--- config.mk ---
export PLATFORM = sky130hd
export DESIGN_NAME = instruction_cycle_timing
export DESIGN_NICKNAME = d
export VERILOG_FILES = /design/src/design/cycle_core_pkg.sv /design/src/design/instruction_cycle_timing.sv
export SDC_FILE = /design/constraint.sdc
export NUM_CORES = 1
export LEC_CHECK = 0
export BUFFER_PORTS_ARGS = -buffer_cell sky130_fd_sc_hd__buf_2
export CAP_MARGIN = 40
export CORE_MARGIN = 2
export CORE_UTILIZATION = 35
export CTS_BUF_LIST = sky130_fd_sc_hd__clkbuf_4
export DETAILED_ROUTE_END_ITERATION = 10
export HOLD_SLACK_MARGIN = 0.12
export SLEW_MARGIN = 20
export SYNTH_ARGS = -nofsm -noshare
export SYNTH_HDL_FRONTEND = slang
export SYNTH_SLANG_ARGS = --single-unit
--- constraint.sdc ---
create_clock -name clock_in -period 5.6 [get_ports clock_in]
set_clock_uncertainty 0.15 [all_clocks]
set_input_delay 0.56 -clock clock_in [delete_from_list [all_inputs] [get_ports clock_in]]
set_output_delay 0.56 -clock clock_in [all_outputs]
set_load 0.05 [all_outputs]
--- src/design/cycle_core_pkg.sv ---
// Constants for the instruction timing core
package cycle_core_pkg;
	localparam int          CLKS_PER_CYCLE  = 4;
	localparam logic [1:0]  PHASE_LAST      = 2'h3;
	localparam logic [15:0] PC_RESET        = 16'h0000;
	localparam logic [7:0]  ACC_RESET       = 8'h00;
	localparam logic [7:0]  PSW_RESET       = 8'h00;
	// Status bit positions
	localparam int          PSW_CY          = 7;
	localparam int          PSW_AC          = 6;
	localparam int          PSW_OV          = 2;
	// Opcodes
	localparam logic [7:0]  OP_NOP          = 8'h00;
	localparam logic [7:0]  OP_ADD_IMM      = 8'h24;
	localparam logic [7:0]  OP_ADD_DIR      = 8'h25;
	localparam logic [7:0]  OP_ADD_IND0     = 8'h26;
	localparam logic [7:0]  OP_ADD_WITH_CARRY_IMM     = 8'h34;
	localparam logic [7:0]  OP_ADD_WITH_CARRY_DIR     = 8'h35;
	localparam logic [7:0]  OP_LJMP         = 8'h02;
	localparam logic [4:0]  OP_AJMP_LOW     = 5'h01;
	localparam logic [7:0]  OP_CLR_C        = 8'hC3;
	localparam logic [7:0]  OP_SETB_C       = 8'hD3;
	localparam logic [7:0]  OP_CPL_C        = 8'hB3;
	localparam logic [7:0]  OP_RRC          = 8'h13;
	localparam logic [7:0]  OP_RLC          = 8'h33;
	localparam logic [7:0]  OP_SUBTRACT_WITH_BORROW_IMM     = 8'h94;
	typedef enum logic [1:0] {ST_FETCH, ST_OPERAND, ST_ADDR} state_e;
endpackage : cycle_core_pkg

--- src/design/instruction_cycle_timing.sv ---
// Instruction execution and machine cycle timing core
//
// Operation
// - Instructions keep the classic operation and flag effects.
// - Each machine cycle lasts exactly four clock periods.
// - At most one code fetch is issued per machine cycle.
// - Non-jump cycle count equals byte count, one byte fetched per cycle.
// - Jumps take one extra cycle to form the new address.
// - Add group sets carry, overflow, aux carry; carry ops touch carry.
// - No-op and one-byte adds take 1 cycle; direct/immediate adds 2.
`timescale 1ns/100ps
module instruction_cycle_timing
	import cycle_core_pkg::*;
(
	input  wire logic        clock_in,
	input  wire logic        rstn_in,
	input  wire logic [7:0]  code_data_in,
	input  wire logic [7:0]  operand_data_in,
	output logic      [15:0] code_addr_out,
	output logic             code_fetch_out,
	output logic             cycle_start_out,
	output logic             instr_done_out,
	output logic      [7:0]  acc_out,
	output logic      [7:0]  psw_out
);

	// Add with carry-in, returns {cy, ac, ov, sum}
	function automatic logic [10:0] add8(input logic [7:0] a,
		input logic [7:0] b, input logic ci);
		logic [8:0] s;
		logic [4:0] h;
		logic [7:0] r;
		s = {1'b0, a} + {1'b0, b} + {8'h00, ci};
		h = {1'b0, a[3:0]} + {1'b0, b[3:0]} + {4'h0, ci};
		r = s[7:0];
		add8 = {s[8], h[4], (a[7] == b[7]) && (r[7] != a[7]), r};
	endfunction : add8

	// Bytes in an instruction
	function automatic logic [1:0] op_bytes(input logic [7:0] op);
		if (op == OP_LJMP)
			op_bytes = 2'h3;
		else if (op == OP_ADD_IMM || op == OP_ADD_DIR
			|| op == OP_ADD_WITH_CARRY_IMM || op == OP_ADD_WITH_CARRY_DIR
			|| op == OP_SUBTRACT_WITH_BORROW_IMM || op[4:0] == OP_AJMP_LOW)
			op_bytes = 2'h2;
		else
			op_bytes = 2'h1;
	endfunction : op_bytes

	// Jump needs an address cycle
	function automatic logic is_jump(input logic [7:0] op);
		is_jump = (op == OP_LJMP) || (op[4:0] == OP_AJMP_LOW);
	endfunction : is_jump

	// Immediate forms read the code stream; register, indirect
	// and direct forms read the data side
	function automatic logic is_imm(input logic [7:0] op);
		is_imm = (op[3:0] == 4'h4);
	endfunction : is_imm

	// Sequencing state
	state_e      state_q, state_d;
	logic [1:0]  phase_q, phase_d;
	logic [15:0] pc_q, pc_d;
	logic [7:0]  op_q, op_d;
	logic [7:0]  hi_q, hi_d;
	logic [7:0]  lo_q, lo_d;
	logic [1:0]  left_q, left_d;
	// Architectural results
	logic [7:0]  acc_q, acc_d;
	logic [7:0]  psw_q, psw_d;
	// Registered strobes
	logic        fetch_q, fetch_d;
	logic        start_q, start_d;
	logic        done_q, done_d;
	// Decode scratch, set at the top of the next-state process
	logic [10:0] res;
	logic [7:0]  opnd;
	logic [7:0]  cur;
	logic        last;

	// Next-state: phase counter, fetch, execute
	// Memory gets four clocks to settle before the sample
	always_comb begin
		state_d = state_q;
		phase_d = phase_q + 2'h1;
		pc_d    = pc_q;
		op_d    = op_q;
		hi_d    = hi_q;
		lo_d    = lo_q;
		left_d  = left_q;
		acc_d   = acc_q;
		psw_d   = psw_q;
		fetch_d = 1'b0;
		start_d = (phase_q == PHASE_LAST);
		done_d  = 1'b0;
		res     = 11'h000;
		opnd    = 8'h00;
		cur     = (state_q == ST_FETCH) ? code_data_in : op_q;
		last    = 1'b0;
		if (phase_q == PHASE_LAST) begin
			// At most one fetch per machine cycle, only in the last phase
			case (state_q)
				// Opcode byte sets the length
				ST_FETCH: begin
					fetch_d = 1'b1;
					pc_d    = pc_q + 16'h0001;
					op_d    = code_data_in;
					left_d  = op_bytes(code_data_in) - 2'h1;
					if (op_bytes(code_data_in) != 2'h1)
						state_d = ST_OPERAND;
					else
						last = 1'b1;
				end
				// Operand bytes, one per machine cycle
				ST_OPERAND: begin
					fetch_d = 1'b1;
					pc_d    = pc_q + 16'h0001;
					// Long jump: high byte, then low
					if (left_q == 2'h1 && op_q == OP_LJMP)
						lo_d = code_data_in;
					else
						hi_d = code_data_in;
					left_d  = left_q - 2'h1;
					if (left_q != 2'h1)
						state_d = ST_OPERAND;
					else if (is_jump(op_q))
						state_d = ST_ADDR;
					else begin
						state_d = ST_FETCH;
						last    = 1'b1;
					end
				end
				ST_ADDR: begin
					// No fetch: new address formed
					if (op_q == OP_LJMP)
						pc_d = {hi_q, lo_q};
					else
						pc_d = {pc_q[15:11], op_q[7:5], hi_q};
					state_d = ST_FETCH;
					done_d  = 1'b1;
				end
				default: state_d = ST_FETCH;
			endcase
		end
		// Retire: results land with the done pulse
		if (last) begin
			done_d = 1'b1;
			// Immediate byte is on the code bus in this phase
			opnd = is_imm(cur) ? code_data_in : operand_data_in;
			case (cur)
				OP_CLR_C:  psw_d[PSW_CY] = 1'b0;
				OP_SETB_C: psw_d[PSW_CY] = 1'b1;
				OP_CPL_C:  psw_d[PSW_CY] = ~psw_q[PSW_CY];
				OP_RRC: begin
					acc_d = {psw_q[PSW_CY], acc_q[7:1]};
					psw_d[PSW_CY] = acc_q[0];
				end
				OP_RLC: begin
					acc_d = {acc_q[6:0], psw_q[PSW_CY]};
					psw_d[PSW_CY] = acc_q[7];
				end
				OP_SUBTRACT_WITH_BORROW_IMM: begin
					res = add8(acc_q, ~opnd, ~psw_q[PSW_CY]);
					acc_d = res[7:0];
					psw_d[PSW_CY] = ~res[10];
					psw_d[PSW_AC] = ~res[9];
					psw_d[PSW_OV] = res[8];
				end
				default: begin
					// Add and add_with_carry group
					if (cur[7:5] == 3'h1 && (cur[3] || cur[2:1] == 2'h3
						|| cur[2:1] == 2'h2)) begin
						res = add8(acc_q, opnd, cur[4] & psw_q[PSW_CY]);
						acc_d = res[7:0];
						psw_d[PSW_CY] = res[10];
						psw_d[PSW_AC] = res[9];
						psw_d[PSW_OV] = res[8];
					end
				end
			endcase
		end
	end

	// Register all state
	always_ff @(posedge clock_in or negedge rstn_in) begin
		if (!rstn_in) begin
			state_q <= ST_FETCH;
			phase_q <= 2'h0;
			pc_q    <= PC_RESET;
			op_q    <= OP_NOP;
			hi_q    <= 8'h00;
			lo_q    <= 8'h00;
			left_q  <= 2'h0;
			acc_q   <= ACC_RESET;
			psw_q   <= PSW_RESET;
			fetch_q <= 1'b0;
			start_q <= 1'b0;
			done_q  <= 1'b0;
		end else begin
			state_q <= state_d;
			phase_q <= phase_d;
			pc_q    <= pc_d;
			op_q    <= op_d;
			hi_q    <= hi_d;
			lo_q    <= lo_d;
			left_q  <= left_d;
			acc_q   <= acc_d;
			psw_q   <= psw_d;
			fetch_q <= fetch_d;
			start_q <= start_d;
			done_q  <= done_d;
		end
	end

	// Outputs straight from registers
	assign code_addr_out   = pc_q;
	assign code_fetch_out  = fetch_q;
	assign cycle_start_out = start_q;
	assign instr_done_out  = done_q;
	assign acc_out         = acc_q;
	assign psw_out         = psw_q;

endmodule : instruction_cycle_timing

==> metrics.yaml <==
run_status:
  status: "completed"
die:
  ioPinCount: 53
  die-area_um2: 13100
  fp-row-count: 40
  core_um2: 12000
  die_x_um: 115
  die_h_um: 115
  initial_core_util: 0.357
yosys:
  synth-compound-area-share: 0.199
  netlist_instances: 474
  muxShareOfSynthArea: 0.133
  synth_fa_ha_area_frac: 0.0685
  synthFlopType: "dfrtp_1"
  synth_edf_count: 0
  synth_simple_gate_area_share: 0.179
  syn_area_um2: 4270
  synth_seq_cells: 60
  ys_seq_area_frac: 0.351
  ys_types: 64
  synthXorXnorAreaFrac: 0.00410
  synthArstFlopShare: 1.00
  synth_top_family_by_area: "compound AO/OA/AOI/OAI gates"
  ys_warn_count: 0
  syn_area_per_cell_um2: 9.02
detailed_routing:
  detail-route-antenna-nets: 0
  viasPerCell: 5.61
  wl_per_cell_um: 17.6
  drt-initial-drc-count: 240
  wl_mm: 11.8
  drtPass1Iterations: 4
  num_vias: 3761
  drc: 0
placed_design:
  hpwl_mm: 8.52
  place.gp.congestion: 0.918
  place_area_um2: 4590
  io_buffers: 47
cells_and_area:
  final_cell_mix: "60 x dfrtp_1, 48 x buf_2, 43 x nor2_1, 42 x nand2_1, 35 x a21oi_1"
  drive_above_1_share: 0.222
  n_fill_cell: 1204
  final_common_cell: "dfrtp_1"
  final_area_um2: 4780
  area_delta_synth_final_pct: 11.9
  nets: 556
critical_path:
  worstRegToRegCells: 14
  rr_endpoint: "psw_out[7]$_DFFE_PN0P_"
  cp-start-kind: "flop"
  r2r_start: "op_q[1]$_DFFE_PN0P_"
  crit_type: "reg -> reg"
  endpoint_kind: "flop"
  crit_fanout: 11
  ff2ff_setup_slack_ns: 1.65
  critPathArrivalTime_ns: 4.17
  cp.required_ns: 5.82
timing:
  fin_tns_setup_ns: 0
  fin_crit_sh: 0.706
  maxSlewViolCount: 0
  fin_crit_ns: 3.95
  setup_viol: 0
  maxSlewHeadroom: 0.366
  worst_slew_pin_slew_ns: 0.928
  fmax_mhz: 253
  rsz0062_at_grt: "no"
  hold_viol: 0
min_path:
  min_path_cells: 1
  holdCritPathClass: "reg -> reg"
  min_to: "phase_q[0]$_DFF_PN0_"
  worstHoldStart: "phase_q[0]$_DFF_PN0_"
clock_network:
  clock_sinks: 60
  cts_resized: 0
  cts_max_level: 3
  path_clk_slew_ns: 0.11
  cts_hold_buf: 0
  clock_latency_ns: 0.45
  root_buffer: "clkbuf_4"
  cts_buffer_depth: 2
  cts_buffers: 9
  post_cts_buffers: 0
  cts_tree: "yes"
grt:
  grt_start_max_net_pins: 61
  grt_pass1_vias: 3671
  gr-total-overflow: 0
  grt_usage: 0.192
  grt_first_pass_wirelength_mm: 19.5
  antenna_found_initial: 0
power:
  switching_share: 0.487
  intPower_mw: 1.19
  power_frac_seq: 0.321
  clkPwrFrac: 0.135
  leakage_nw: 2.12
  p_per_area_nw_per_um2: 486
  pwr-share-comb: 0.544
  ir_drop_mv: 0.348
  p_sw_mw: 1.13
job:
  drv_cap: 0
==> critical path, stage by stage (launching register included) <==
cell       delay [ns]
dfrtp_1          0.45
nor4b_1          0.31
mux2i_1          0.11
buf_4            0.20
mux2_2           0.28
fa_1             0.20
inv_1            0.06
fa_1             0.41
nand2b_1         0.11
a2111oi_0        0.09
a2111oi_0        0.83
o21bai_1         0.13
a211oi_1         0.26
o32ai_1          0.14
mux2i_1          0.16
==> cell type report <==
class | instances | area (um2) | share of cell area
repair buffers | 58 | 345 | 0.0722
flip-flops and latches | 60 | 1500 | 0.314
multi-input cells | 360 | 2510 | 0.526
inverters | 28 | 105 | 0.0220
clock inverters | 6 | 55.1 | 0.0115
well taps | 147 | 184 | 0.0385
clock buffers | 10 | 75.1 | 0.0157
diodes | 1 | 2.50 | 0.000523
==> power groups by stage <==
stage	combinational (mW)	sequential (mW)	clock [mW]
2_1_floorplan	0.802	0.894	0
3_5_place_dp	1.25	0.755	0
3_3_place_gp	1.22	0.750	0
4_1_cts	1.26	0.747	0.320
6_report	1.26	0.746	0.314
5_1_grt	1.40	0.771	0.339
==> worst max path at each step <==
stage | startpoint | endpoint | slack (ns) | cells past startpoint
floorplan | code_data_in[2] | psw_out[7]$_DFFE_PN0P_ | 1.96 | 15
global placement | code_data_in[1] | psw_out[7]$_DFFE_PN0P_ | 1.56 | 15
detailed placement | code_data_in[1] | psw_out[7]$_DFFE_PN0P_ | 1.37 | 15
CTS | op_q[1]$_DFFE_PN0P_ | psw_out[7]$_DFFE_PN0P_ | 1.66 | 14
global route | op_q[0]$_DFFE_PN0P_ | psw_out[7]$_DFFE_PN0P_ | 1.31 | 14
finish | op_q[1]$_DFFE_PN0P_ | psw_out[7]$_DFFE_PN0P_ | 1.65 | 14
==> synth_stat cells (4+ instances only) <==
cell type	instances	share of area
mux2i_1	19	0.044
nand2_1	42	0.037
o21ai_0	18	0.021
mux2_2	31	0.082
dfrtp_1	60	0.35
buf_6	4	0.011
ha_1	17	0.050
o2bb2ai_1	5	0.010
or3_1	4	0.0059
clkbuf_1	14	0.012
a21oi_1	35	0.041
o22ai_1	8	0.012
nor2b_1	5	0.0073
nor4_1	5	0.0073
nand3_1	19	0.022
nand2b_1	5	0.0073
fa_1	4	0.019
nor2_1	43	0.038
buf_2	4	0.0047
o22a_1	5	0.010
nor3_1	8	0.0094
nor4b_1	4	0.0082
a31oi_1	14	0.020
buf_4	5	0.0088
inv_1	28	0.025
==> through the flow <==
| step | worst slack (ns) | hold WS, ns | total power, mW | util | cells |
|---|---|---|---|---|---|
| global placement | 1.56 | 0.263 | 1.97 | 0.382 | 646 |
| CTS | 1.66 | 0.150 | 2.32 | 0.394 | 664 |
| detailed placement | 1.37 | 0.269 | 2.01 | 0.383 | 648 |
| floorplan | 1.96 | 0.114 | 1.70 | - | 478 |
| global route | 1.31 | 0.272 | 2.51 | 0.400 | 669 |
| finish | 1.65 | 0.278 | 2.32 | 0.400 | 670 |
==> registers in the layout, summed over array words and instances (netlist names), 3 cells and up <==
name / count
lo_q: 8
code_addr_out: 16
hi_q: 8
op_q: 8
psw_out: 3
acc_out: 8
==> metal layers <==
metal	up-vias	wire, um	global-route usage
met4	0	237	0.0870
met3	18	436	0.0302
met5	-	0	0
met2	95	5810	0.321
met1	1822	5290	0.245
li1	1826	-	-
==> cell families (layout without fill, tap and decap cells) <==
group,count (synthesis),in the layout
compound gates,127,127
flops,60,60
other cells,1,6
mux,52,52
buf+inv,58,102
fa+ha+maj,21,21
simple gates,153,153
xor+xnor,2,2
Note: power is estimated with default switching activity, not from simulation.
